File: src/hdl/wdog_reset_pkg.sv
// package: constants and types for the watchdog and initial-reset combiner
package wdog_reset_pkg;

    // register map
    localparam logic [11:0] ctrl_clear_addr = 12'hf76;
    localparam int          wdog_clr_pos    = 0;
    localparam int          tick_clr_pos    = 1;
    localparam logic [3:0]  ctrl_read_value = 4'h0;
    localparam logic [11:0] status_addr     = 12'hf77;

    // synchroniser reset levels: pin high, oscillator stopped, tick low, not halted
    localparam logic [3:0]  pin_sync_rst    = 4'h1;
    localparam logic [3:0]  key_sync_rst    = 4'hf;

    // clock and times
    localparam int clk_hz          = 10_000_000;
    localparam int low_freq_oscillator_hz         = 32_768;
    localparam int pin_min_us      = 2_000;
    localparam int key_min_ms      = 2_000;
    localparam int pin_min_cycles  = (pin_min_us * (clk_hz / 1_000_000));
    localparam int key_min_cycles  = (key_min_ms * (clk_hz / 1_000));

    // watchdog: timeout on the next tick once the count of 1 Hz ticks is at this value
    localparam logic [1:0] wdog_timeout_cnt = 2'h3;

    // key-pattern option
    typedef enum logic [1:0] {
        key_off     = 2'h0,
        key_k01     = 2'h1,
        key_k012    = 2'h3,
        key_k0123   = 2'h2
    } key_mode_e;

    // core state after initial reset
    localparam logic [7:0] pc_step_init   = 8'h00;
    localparam logic [3:0] pc_page_init   = 4'h1;
    localparam logic       pc_bank_init   = 1'h0;
    localparam logic [3:0] next_page_init = 4'h1;
    localparam logic       next_bank_init = 1'h0;
    localparam logic       int_flag_init  = 1'h0;

    typedef struct packed {
        logic [7:0] pc_step_field;
        logic [3:0] pc_page_field;
        logic       pc_bank_field;
        logic [3:0] next_page_pointer;
        logic       next_bank_pointer;
        logic       int_flag;
    } core_init_s;

    localparam core_init_s core_init_value = '{
        pc_step_field:     pc_step_init,
        pc_page_field:     pc_page_init,
        pc_bank_field:     pc_bank_init,
        next_page_pointer: next_page_init,
        next_bank_pointer: next_bank_init,
        int_flag:          int_flag_init
    };

    // reset source flags
    typedef struct packed {
        logic pin;
        logic keys;
        logic osc;
        logic wdog;
    } reset_src_s;

endpackage

File: src/hdl/wdog_reset.sv
// watchdog timer and initial-reset combiner
//
// Implementation choice: the plain strobed port.
`timescale 1ns/1ns

module wdog_reset
    import wdog_reset_pkg::*;
(
    // clock and reset
    input  wire logic        sys_clk,
    input  wire logic        resetn,
    input  wire logic        clk_en,
    // register port
    input  wire logic [11:0] reg_addr,
    input  wire logic [3:0]  reg_wdata,
    input  wire logic        reg_wr,
    input  wire logic        reg_rd,
    output logic      [3:0]  reg_rdata,
    // tick timer link
    input  wire logic        tick_1hz,
    output logic             tick_timer_clear,
    // pins and status
    input  wire logic        reset_pin_n,
    input  wire logic [3:0]  key_inputs_zero_to_three,
    input  wire logic        low_freq_oscillator_running,
    input  wire logic [1:0]  key_mode,
    input  wire logic        core_halted,
    // core reset
    output logic             init_reset,
    output core_init_s       core_init
);

    logic       rst_sync1_ff;
    logic       rst_sync2_ff;
    logic       rst_n;
    logic [3:0] pin_sync1_ff;
    logic [3:0] pin_sync2_ff;
    logic [3:0] key_sync1_ff;
    logic [3:0] key_sync2_ff;
    logic [1:0] wdog_cnt_ff;
    logic [$clog2(pin_min_cycles+1)-1:0] pin_cnt_ff;
    logic [$clog2(key_min_cycles+1)-1:0] key_cnt_ff;
    reset_src_s src_ff;
    reset_src_s nxt_src;
    logic       wr_ctrl;
    logic       wdog_clr;
    logic       tick_clr;
    logic       keys_hit;
    logic       wdog_fire;

    // two-flop synchroniser on the asynchronous reset release
    always_ff @(posedge sys_clk or negedge resetn) begin
        if (!resetn) begin
            rst_sync1_ff <= 1'b0;
            rst_sync2_ff <= 1'b0;
        end else begin
            rst_sync1_ff <= 1'b1;
            rst_sync2_ff <= rst_sync1_ff;
        end
    end
    assign rst_n = rst_sync2_ff;

    // pins pass two flops; bit0 pin, bit1 oscillator ok, bit2 tick, bit3 halted
    always_ff @(posedge sys_clk or negedge rst_n) begin
        if (!rst_n) begin
            // oscillator reads as stopped so the reset cannot drop while the flops fill
            pin_sync1_ff <= pin_sync_rst;
            pin_sync2_ff <= pin_sync_rst;
            key_sync1_ff <= key_sync_rst;
            key_sync2_ff <= key_sync_rst;
        end else if (clk_en) begin
            pin_sync1_ff <= {core_halted, tick_1hz, low_freq_oscillator_running, reset_pin_n};
            pin_sync2_ff <= pin_sync1_ff;
            key_sync1_ff <= key_inputs_zero_to_three;
            key_sync2_ff <= key_sync1_ff;
        end
    end

    function automatic logic key_match(input logic [1:0] mode, input logic [3:0] k);
        case (key_mode_e'(mode))
            key_off:   key_match = 1'b0;
            key_k01:   key_match = (k[1:0] == 2'h0);
            key_k012:  key_match = (k[2:0] == 3'h0);
            key_k0123: key_match = (k == 4'h0);
            default:   key_match = 1'b0;
        endcase
    endfunction

    assign keys_hit = key_match(key_mode, key_sync2_ff);
    assign wr_ctrl  = reg_wr && (reg_addr == ctrl_clear_addr);
    assign wdog_clr = wr_ctrl && reg_wdata[wdog_clr_pos];
    assign tick_clr = wr_ctrl && reg_wdata[tick_clr_pos];

    // tick edge; the halt input is deliberately not used to gate counting
    logic tick_d_ff;
    logic tick_rise;
    always_ff @(posedge sys_clk or negedge rst_n) begin
        if (!rst_n) begin
            tick_d_ff <= 1'b0;
        end else if (clk_en) begin
            tick_d_ff <= pin_sync2_ff[2];
        end
    end
    assign tick_rise = pin_sync2_ff[2] && !tick_d_ff;

    // count 1 Hz ticks: timeout at count 3 after clear gives 3-4 s
    assign wdog_fire = (wdog_cnt_ff == wdog_timeout_cnt) && (tick_rise || tick_clr);
    always_ff @(posedge sys_clk or negedge rst_n) begin
        if (!rst_n) begin
            wdog_cnt_ff <= 2'h0;
        end else if (clk_en) begin
            if (init_reset || wdog_clr) begin
                wdog_cnt_ff <= 2'h0;
            end else if (tick_rise || tick_clr) begin
                wdog_cnt_ff <= wdog_cnt_ff + 2'h1;
            end
        end
    end

    // pin noise filter: low must persist 2 ms
    always_ff @(posedge sys_clk or negedge rst_n) begin
        if (!rst_n) begin
            pin_cnt_ff <= '0;
        end else if (clk_en) begin
            if (pin_sync2_ff[0]) begin
                pin_cnt_ff <= '0;
            end else if (pin_cnt_ff != ($bits(pin_cnt_ff))'(pin_min_cycles)) begin
                pin_cnt_ff <= pin_cnt_ff + 1'b1;
            end
        end
    end

    // key pattern hold timer: 2 s
    always_ff @(posedge sys_clk or negedge rst_n) begin
        if (!rst_n) begin
            key_cnt_ff <= '0;
        end else if (clk_en) begin
            if (!keys_hit) begin
                key_cnt_ff <= '0;
            end else if (key_cnt_ff != ($bits(key_cnt_ff))'(key_min_cycles)) begin
                key_cnt_ff <= key_cnt_ff + 1'b1;
            end
        end
    end

    // reset sources; pin reset ends as soon as pin is high again
    always_comb begin
        nxt_src.pin  = !pin_sync2_ff[0] &&
                       (pin_cnt_ff == ($bits(pin_cnt_ff))'(pin_min_cycles));
        nxt_src.keys = keys_hit &&
                       (key_cnt_ff == ($bits(key_cnt_ff))'(key_min_cycles));
        nxt_src.osc  = !pin_sync2_ff[1];
        nxt_src.wdog = wdog_fire;
    end

    always_ff @(posedge sys_clk or negedge rst_n) begin
        if (!rst_n) begin
            src_ff     <= '0;
            init_reset <= 1'b1;
        end else if (clk_en) begin
            src_ff     <= nxt_src;
            init_reset <= |nxt_src;
        end
    end

    // core init values driven every cycle, whether or not initial reset is active
    always_ff @(posedge sys_clk or negedge rst_n) begin
        if (!rst_n) begin
            core_init <= core_init_value;
        end else if (clk_en) begin
            core_init <= core_init_value;
        end
    end

    // tick timer clear pulse out
    always_ff @(posedge sys_clk or negedge rst_n) begin
        if (!rst_n) begin
            tick_timer_clear <= 1'b0;
        end else if (clk_en) begin
            tick_timer_clear <= tick_clr;
        end
    end

    // read data one cycle later; clear bits always read zero
    always_ff @(posedge sys_clk or negedge rst_n) begin
        if (!rst_n) begin
            reg_rdata <= 4'h0;
        end else if (clk_en) begin
            if (reg_rd && reg_addr == ctrl_clear_addr) begin
                reg_rdata <= ctrl_read_value;
            end else if (reg_rd && reg_addr == status_addr) begin
                reg_rdata <= {src_ff.pin, src_ff.keys, src_ff.osc, src_ff.wdog};
            end else begin
                reg_rdata <= 4'h0;
            end
        end
    end
endmodule

File: config.mk
export PLATFORM = sky130hd
export DESIGN_NAME = wdog_reset
export DESIGN_NICKNAME = d
export VERILOG_FILES = /design/src/hdl/wdog_reset_pkg.sv /design/src/hdl/wdog_reset.sv
export SDC_FILE = /design/constraint.sdc
export NUM_CORES = 1
export LEC_CHECK = 0
export BUFFER_PORTS_ARGS = -buffer_cell sky130_fd_sc_hd__buf_2
export CAP_MARGIN = 20
export CORE_UTILIZATION = 55
export CTS_BUF_LIST = sky130_fd_sc_hd__clkbuf_4 sky130_fd_sc_hd__clkbuf_8
export DETAILED_ROUTE_END_ITERATION = 12
export HOLD_SLACK_MARGIN = 0.12
export PLACE_DENSITY = 0.78
export SLEW_MARGIN = 20
export SYNTH_ARGS = -nofsm -noshare
export SYNTH_HDL_FRONTEND = slang
export SYNTH_SLANG_ARGS = --single-unit
File: constraint.sdc
create_clock -name sys_clk -period 2.3 [get_ports sys_clk]
set_input_delay 0.115 -clock sys_clk [delete_from_list [all_inputs] [get_ports sys_clk]]
set_output_delay 0.115 -clock sys_clk [all_outputs]
set_load 0.05 [all_outputs]
* After elaboration in Yosys (flattened, before gate mapping)
Index checks and enable logic that the tools add are counted.
** Storage, ports and cells
- Register bits :: 69
- Input port bits :: 31
** Operators by class
- Add/subtract/negate cells :: 3
- Equality and inequality tests :: 11
- Mux-type cells :: 9
- Reductions and logical operators :: 24
** Operator list (number)
- 2-to-1 mux 25 bit :: 2
- 2-to-1 mux 15 bit :: 2
- adder 25 x 1 -> 25 bit, second input constant :: 1
- == test 25 bit, second input constant :: 1
- != test 25 bit, second input constant :: 1
- == test 12 bit, second input constant :: 2
- adder 15 x 1 -> 15 bit, second input constant :: 1
- == test 15 bit, second input constant :: 1
- != test 15 bit, second input constant :: 1
- logical AND 1 bit :: 9
- 2-to-1 mux 4 bit :: 2
- == test 2 bit, second input constant :: 3
- AND reduction 2 bit :: 3
- zero test 2 bit :: 2
- zero test 4 bit :: 1
- 2-to-1 mux 2 bit :: 2
- one-hot mux 1 bit (4 select lines) :: 1
- nonzero test 2 bit :: 2
- OR reduction 4 bit :: 1
- zero test 1 bit :: 3
- zero test 3 bit :: 1
- adder 2 x 1 -> 2 bit, second input constant :: 1
- == test 2 x 1 -> 1 bit, second input constant :: 1
- logical OR 1 bit :: 2
- != test 2 x 1 -> 1 bit, second input constant :: 1

* Logic depth before layout (Yosys ltp)
Gate-level depths: netlist of the first run.
- Depth after elaboration :: 6
- Mapped depth :: 8
- Depth with buffers taken out :: 7

* Least setup slack after synthesis of the first run
Ideal clock, no wire load.
- Kind :: reg-to-reg
- Start point :: register key_cnt_ff[5]
- End point :: register key_cnt_ff[2]
- Arrival :: 1.876 ns
- Required time :: 2.174 ns
- Path slack :: 0.298 ns
- Stages on the path, launching flop included :: 8
- Buffers on the path :: 2
- Period minus slack after synthesis :: 2.002 ns
- Cell sequence :: dfrtp_1 buf_6 nor4_4 nand4_1 or4_4 buf_6 nor2b_4 a221o_1
** On the way
- Longest elaborated chain between the ends :: 3
** RTL lines
- start, declared :: line wdog_reset.sv:42 : logic [$clog2(key_min_cycles+1)-1:0] key_cnt_ff;
- start signal, assigned :: line wdog_reset.sv:141 : key_cnt_ff <= key_cnt_ff + 1'b1;
- != test 25 bit :: line wdog_reset.sv:140 : end else if (key_cnt_ff != ($bits(key_cnt_ff))'(key_min_cycles)) begin
- != test 2 x 1 -> 1 bit (no source line)
- AND reduction 2 bit (no source line)
Every way passes these cells.
A chain may end at the register's enable or synchronous reset.

* Worst setup path in the final report of the first run
- Start point :: register key_cnt_ff[0]
- End point :: register key_cnt_ff[2]
** On the way
- Longest elaborated chain between the ends :: 3
** RTL lines (line)
- adder 25 x 1 -> 25 bit / != test 25 bit (equally long branches) :: wdog_reset.sv:141, wdog_reset.sv:140
- 2-to-1 mux 25 bit / != test 2 x 1 -> 1 bit (equally long branches)
- 2-to-1 mux 25 bit / AND reduction 2 bit (equally long branches)
Parallel ways exist; a longest one is shown, timed or not. The select of a mux whose other input is x is not followed.

==> key figures, run 1 <==
Min path
  • Hold Path Class: primary input to register
  • Min-delay src: reg_wdata[0]

Clock tree
  • Clock tree buffer depth: 2
  • Clock tree root buffer cell: clkbuf_8
  • Post-CTS Resized: 0
  • H-tree levels: 3
  • Clk sink count: 69
  • Num CTS Buffers: 9
  • CTS tree: built
  • Clock Pin Slew Worst Setup and Hold Paths: about 0.080 ns
  • Clk_lat worst skew: between 0.3 and 0.4 ns
  • Postcts setup bufs: 0

Detailed routing
  • Drt drc: 0
  • WL final: approximately 7.4 mm
  • DR pass1 iterations: 4
  • Iter 0 DRT Violations: 210
  • Vias per cell: between 5 and 6
  • Routed via count: roughly 2800
  • DR WL/cell: approximately 15 um
  • DRT antenna net count: 0

Critical path
  • CP Launch Type: register
  • Crit. Startpoint: key_cnt_ff[0]
  • Critical path arrival: 2.33 ns
  • Critical path capture point type: register
  • Crit-path slowest cell: or4_4
  • CP Data Required Time: roughly 2.5 ns
  • Worst R2R Start: key_cnt_ff[0]
  • Critical path buffers and inverters: 1
  • Crit path cell chain: inv_1 > ha_1 > and4bb_1 > nand4_1 > or4_4 > nor2b_4 > a221o_1
  • CP max FO: 8
  • Crit path max-delay family: simple AND/OR/NAND/NOR gates
  • Critical path class: register to register
  • CP peak stage delay: 0.59 ns

Logic synthesis
  • Main synth FF type: dfrtp_1
  • Distinct cells, synth: 52
  • Syn Area/Cell: between 10 and 15 um2
  • Post-Syn Area: ~3600 um2
  • Syn Inst Count: 353
  • Synth Warn #: 0
  • Number of enable flip-flop cells after synthesis: 0
  • Register bit total from synthesis: between 60 and 70
  • Proportion of synthesized chip area in sequential cells: between 40% and 50%
  • Async SR Flop Fraction: between 90% and 100%

Placed design
  • Dpl hpwl: a little over 5 mm
  • Dpl ws: about 0.21 ns
  • Placed Area: ~3800 um2
  • Placed cells: around 460
  • Port bufs: 33
  • Final GP Congestion: ~0.86

Floorplanning
  • Die area: just under 7000 um2
  • Starting density of the core: between 50% and 60%
  • Area of the core: between 6000 and 7000 um2
  • Chip height: just over 80 um
  • Row cnt: 29
  • Die Wd: slightly above 80 um
  • I/O pins: between 50 and 60

Status
  • Status: finished clean

Global route
  • Initial antenna violation count: 0
  • Gr usage total: 24.34%
  • First-pass GRT wire length: between 10 and 15 mm
  • Pin count of the biggest net entering global routing: between 40 and 50
  • Vias in the first global route: between 2000 and 3000
  • Grt ovf: 0

STA
  • Final setup vio count: 0
  • Final Slew Violations: 0
  • Post-Route Skew: ~0.013 ns
  • Final Hold Viols: 0
  • RSZ-0062 raised after global routing: false
  • Worst slew pin tran: roughly 0.76 ns
  • Relative slew margins: between 40% and 50%
  • Setup Total Neg Slack: 0 ns
  • Minimum clock period after layout: ~2.1 ns
  • Period utilization: roughly nine tenths
  • Final WS setup: between 0.15 and 0.2 ns
  • Fmax: between 400 and 500 MHz

Cells and area
  • Share of post-route cells with drive strength above 1: about 23%
  • Post-route design area: roughly 4100 um2
  • Storage element area: 1742 um2
  • N_diodes: 0
  • Syn-to-layout area delta: 15.05%
  • Fillers: 506
  • Layout Cells excl Fill: approximately 480
  • Final nets: ~440
  • Area of the multi-input gates: 1657 um2

Pwr
  • Worst VDD drop: ~0.44 mV
  • Pwr/cell area: around 720 nW/um2
  • Leak: between 1.5 and 2 nW
  • Final Power: a little under 3 mW

Flow run
  • Max-cap violations: 0
## synth_stat cells (2+ instances only)
master	instances	area share, %
nor3_1	7	0.98
a22o_1	7	1.7
o21a_1	2	0.42
dfrtp_1	58	41
o21ai_1	2	0.28
mux2_2	17	5.3
a21oi_1	10	1.4
o41ai_1	3	0.73
buf_6	2	0.63
o31ai_1	8	1.7
or3_1	2	0.35
and4_1	2	0.49
buf_1	2	0.21
xor2_1	10	2.4
ha_1	5	1.7
nand2_1	24	2.5
nand4b_1	2	0.49
nor4_1	5	0.87
nor2b_1	3	0.52
nor4_2	2	0.70
nand2b_1	5	0.87
conb_1	2	0.21
and3_1	10	1.7
xnor2_1	5	1.2
nor2_1	25	2.6
nand4_1	11	1.9
nand3_1	24	3.4
inv_1	10	1.0
dfstp_2	11	8.1
o21ai_0	21	2.9
a31oi_1	5	0.87
o211a_1	3	0.84
nor3b_1	3	0.63
buf_4	20	4.2
clkbuf_1	8	0.84
## routing by layer
| metal | wire length [um] | share of wire (%) | GRT usage (%) | up-vias |
|---|---|---|---|---|
| met2 | 3583 | 49 | 38.20 | 70 |
| li1 | - | - | - | 1331 |
| met5 | 0 | 0 | 0 | - |
| met1 | 3374 | 46 | 32.25 | 1377 |
| met4 | 98 | 1.3 | 11.21 | 0 |
| met3 | 320 | 4.3 | 5.055 | 9 |
## metrics by stage
step           hold slack (ns)  utilization [%]
4_1_cts                 0.1707            65.28
3_3_place_gp           -0.1001            59.83
5_1_grt                 0.2126            65.28
6_report                0.1816            65.28
2_1_floorplan          -0.1806                -
3_5_place_dp          -0.09572            59.83
## kinds of logic after synthesis
group           count (synthesis)  share of synthesized area, %
compound gates                 68                         12.57
xor+xnor                       15                         3.667
fa+ha+maj                       5                         1.746
buf+inv                        43                         7.055
flops                          69                         48.59
mux                            17                         5.344
other cells                     2                        0.2096
simple gates                  134                         20.82
## state kept, by name (all words and copies together), names as in the netlist, 2 cells and up
name          count
key_sync1_ff      4
key_sync2_ff      4
key_cnt_ff       25
src_ff            4
pin_sync2_ff      3
wdog_cnt_ff       2
pin_cnt_ff       15
reg_rdata         4
pin_sync1_ff      3
## power breakdown
part           leakage [nW]  internal, mW  switching [mW]
clock                 0.121         0.758           0.456
combinational         0.840         0.137           0.220
sequential            0.901          1.31          0.0934
total                  1.86          2.20           0.769
## timing repair
action                     in CTS  in global routing
hold endpoints to repair       10                  0
hold buffers                   10                  0
setup endpoints to repair       0                  0
## worst register-to-register path: stages, from the launching register on
cell and delay, ns:
dfrtp_1 0.41, inv_1 0.08, ha_1 0.15, and4bb_1 0.21, nand4_1 0.09, or4_4 0.59, nor2b_4 0.17, a221o_1 0.29
## layout make-up
type                    count  share of cell area (%)
clock buffers              12                   3.552
clock inverters             4                   2.368
inverters                  10                  0.9107
multi-input cells         259                   40.19
flip-flops and latches     69                   42.26
well taps                  77                   2.338
repair buffers             52                   8.379
## path summary, 6_finish.rpt
check | endpoint | slack [ns] | depth (start not counted)
worst max-delay path | key_cnt_ff[2] | 0.19 | 7
worst min-delay path | wdog_cnt_ff[1] | 0.18 | 3
worst max register to register | key_cnt_ff[2] | 0.19 | 7
worst min register to register | pin_cnt_ff[1] | 0.26 | 0
max in group asynchronous | key_sync1_ff[3] | 1.34 | 1
min in group asynchronous | pin_cnt_ff[1] | 0.26 | 0
## cells in the final DEF (no fill, tap or decap), types with 5 or more instances in the layout
cell type / count
xor2_1: 10
a21oi_1: 10
dfstp_2: 11
nor3_1: 7
inv_1: 10
o21ai_0: 21
mux2_2: 17
o31ai_1: 8
nor2_1: 25
nand2b_1: 5
buf_2: 33
dfrtp_1: 57
nand3_1: 24
a31oi_1: 5
buf_4: 8
ha_1: 5
conb_1: 20
and3_1: 10
clkbuf_8: 9
nand4_1: 11
nand2_1: 24
a22o_1: 7
dlygate4sd3_1: 10
xnor2_1: 5
nor4_1: 5
Note: power is estimated with default switching activity, not from simulation.
==> run 2, diff against run 1 <==
ABC_AREA = 1   (was default)
PLACE_DENSITY = 0.77   (was 0.78)
==> run 2 against run 1 <==
Net effect: worst setup slack gained 0.22 ns; power shrank 12%; largest power group unchanged; routed wire length grew 23%; sequential share of layout area shrank 4.4 points; non-clock buffer count is the same; highest routed layer unchanged.
==> key figures, run 2 <==
Status
  • Status: finished clean

Detailed routing
  • Vias per cell: about 5.1
  • DR WL/cell: about 12 um
  • WL final: 9.058 mm
  • Routed via count: about 3700
  • Met3 wire length: a little under 400 um
  • DRT antenna net count: 0
  • Met1 WL: ~4.1 mm
  • DR pass1 iterations: 5
  • Iter 0 DRT Violations: 280
  • Uppermost routed layer: met4
  • WL met2: between 4 and 5 mm
  • Drt drc: 0

Logic synthesis
  • Dominant cell type by area after synthesis: dfrtp_1
  • Async SR Flop Fraction: 100.0%
  • Number of enable flip-flop cells after synthesis: 0
  • Post-synth top cells: nand2_1 (192), nor2_1 (73), dfrtp_1 (58), inv_1 (52), nand3_1 (47)
  • Synth Warn #: 0
  • Synth top area cells: dfrtp_1 (35%), nand2_1 (18%), dfstp_2 (7.0%), nor2_1 (6.7%), nand3_1 (5.7%)
  • Proportion of synthesized chip area in sequential cells: between 40% and 50%
  • Post-Syn Area: a little over 4000 um2
  • Syn Area/Cell: about 7 um2
  • Register bit total from synthesis: between 60 and 70
  • Distinct cells, synth: 27
  • Syn Inst Count: between 500 and 600
  • Top-count cell post-synth: nand2_1
  • Main synth FF type: dfrtp_1
  • Synth top area share: between 30% and 40%

Clock tree
  • H-tree levels: 3
  • Num CTS Buffers: 9
  • Postcts setup bufs: 0
  • Hold Buf Count CTS: 12
  • CTS tree: built
  • Clock Pin Slew Worst Setup and Hold Paths: roughly 0.080 ns
  • Clk_lat worst skew: between 0.3 and 0.4 ns
  • Clock tree buffer depth: 2
  • Clock tree root buffer cell: clkbuf_8
  • Clk sink count: 69
  • Post-CTS Resized: 0

STA
  • Worst slew pin tran: 0.5716 ns
  • Minimum clock period after layout: 1.889 ns
  • Relative slew margins: 61.89%
  • Setup Total Neg Slack: 0 ns
  • Period utilization: 82.14%
  • Final setup vio count: 0
  • Fmax: between 500 and 600 MHz
  • RSZ-0062 raised after global routing: false
  • Final Hold Viols: 0
  • Final Slew Violations: 0
  • Post-Route Skew: 0.01340 ns
  • Final WS setup: about 0.41 ns

Global route
  • Gr usage total: a little over a quarter
  • Vias in the first global route: ~3600
  • Grt ovf: 0
  • Pin count of the biggest net entering global routing: 43
  • First-pass GRT wire length: between 15 and 20 mm
  • Initial antenna violation count: 0

Cells and area
  • N_diodes: 0
  • Post-route design area: around 4600 um2
  • Final nets: 660
  • Max reg flops: 25
  • Most common cell after layout, fill and taps aside: nand2_1
  • Regs by FF count: key_cnt_ff: 25 flops, pin_cnt_ff: 15 flops
  • Commonest cells after routing, fill and taps aside: nand2_1 (192), nor2_1 (73), dfrtp_1 (57), inv_1 (52), nand3_1 (47)
  • Share of post-route cells with drive strength above 1: about 13%
  • Syn-to-layout area delta: 12.00%
  • Top reg by flops: key_cnt_ff

Critical path
  • Crit path cell chain: inv_1 > ha_1 > inv_1 > nor3_1 > nand3b_1 > nand2_1 > buf_4 > nor2_1 > a21oi_1 > inv_1
  • CP max FO: 10
  • Reg-to-reg slack, setup: just over 0.4 ns
  • CP Data Required Time: ~2.5 ns
  • Critical path arrival: between 2 and 2.5 ns
  • Critical path capture point type: register
  • CP Launch Type: register
  • R2R cell count: 10
  • RR Endpoint: pin_cnt_ff[5]
  • Cell mode on critical path: inv_1
  • Critical path class: register to register
  • Crit. Startpoint: pin_cnt_ff[0]
  • Crit-path slowest cell: dfrtp_1
  • CP peak stage delay: 0.45 ns
  • Worst R2R Start: pin_cnt_ff[0]
  • End point of the critical path: pin_cnt_ff[5]

Pwr
  • Leak: between 2 and 2.5 nW
  • Worst VDD drop: approximately 0.47 mV
  • Pwr/cell area: approximately 570 nW/um2

Placed design
  • Placed Area: 4294 um2
  • Dpl hpwl: about 6.6 mm
  • Dpl ws: 0.4450 ns
  • Port bufs: 33
  • Final GP Congestion: 0.9324

Floorplanning
  • Chip height: between 80 and 90 um
  • Die area: a little under 8000 um2
  • Die Wd: 88.41 um
  • Starting density of the core: between 50% and 60%
  • Row cnt: 31
  • I/O pins: between 50 and 60
  • Area of the core: roughly 7300 um2

Min path
  • Hold Path Class: primary input to register

Flow run
  • Max-cap violations: 0
[run 2: cell count changes after synthesis, sizes merged, moves of 11 or more]
cell and delta:
nand2 +168, nor2 +50, inv +44, nand3 +23, o21ai +20, mux2 -17
and3 -11
[run 2: cell families after synthesis]
group | count (synthesis) | synth area share, %
buf+inv | 88 | 10.66
flops | 69 | 42.38
xor+xnor | 13 | 2.773
simple gates | 343 | 34.58
compound gates | 57 | 7.892
fa+ha+maj | 5 | 1.523
other cells | 2 | 0.1829
[run 2: layout make-up]
| type | instances | area (um2) |
|---|---|---|
| Multi-Input combinational cell | 438 | 1996 |
| Sequential cell | 69 | 1742 |
| Fill cell | 673 | 2654 |
| Timing Repair Buffer | 52 | 350.3 |
| Inverter | 54 | 202.7 |
| Clock inverter | 6 | 47.55 |
| Clock buffer | 10 | 137.6 |
| Tap cell | 99 | 123.9 |
[run 2: worst min-delay path by stage]
stage          slack [ns]        start  cells past startpoint           end
2_1_floorplan       -0.18       resetn                      0         rst_n
3_3_place_gp         -0.1       resetn                      1  rst_sync1_ff
3_5_place_dp         -0.1       resetn                      1  rst_sync1_ff
4_1_cts              0.15  reg_addr[3]                      4  reg_rdata[3]
5_1_grt              0.19  reg_addr[3]                      4  reg_rdata[0]
6_report             0.17  reg_addr[3]                      4  reg_rdata[3]
[run 2: critical path, delay by kind of cell, from the launching register on]
kind                     cells  cell delay [ns]
AO/OA/AOI/OAI                1             0.10
flip-flops                   1             0.45
adder cells (fa/ha/maj)      1             0.16
buffers and inverters        4             0.43
AND/OR/NAND/NOR              4             0.62
[run 2: layer usage]
layer  vias up  global-route usage [%]
met3        13                   4.104
met1      1706                   34.21
met4         0                   11.44
met5         -                       0
li1       1892                       -
met2       104                   43.64
[run 2: power breakdown]
part | total (mW) | internal (mW) | switching, mW
Clock | 0.922 | 0.428 | 0.495
Sequential | 1.35 | 1.29 | 0.0603
Combinational | 0.358 | 0.0990 | 0.259
[run 2: stage by stage]
stage	instances	power [mW]	hold WS (ns)	utilization (%)
after detailed placement	700	1.711	-0.09849	59.20
final	728	2.629	0.1660	63.41
after global routing	728	2.764	0.1856	63.41
after floorplan	595	1.649	-0.1806	-
after global placement	700	1.693	-0.09958	59.20
after CTS	728	2.651	0.1478	63.41
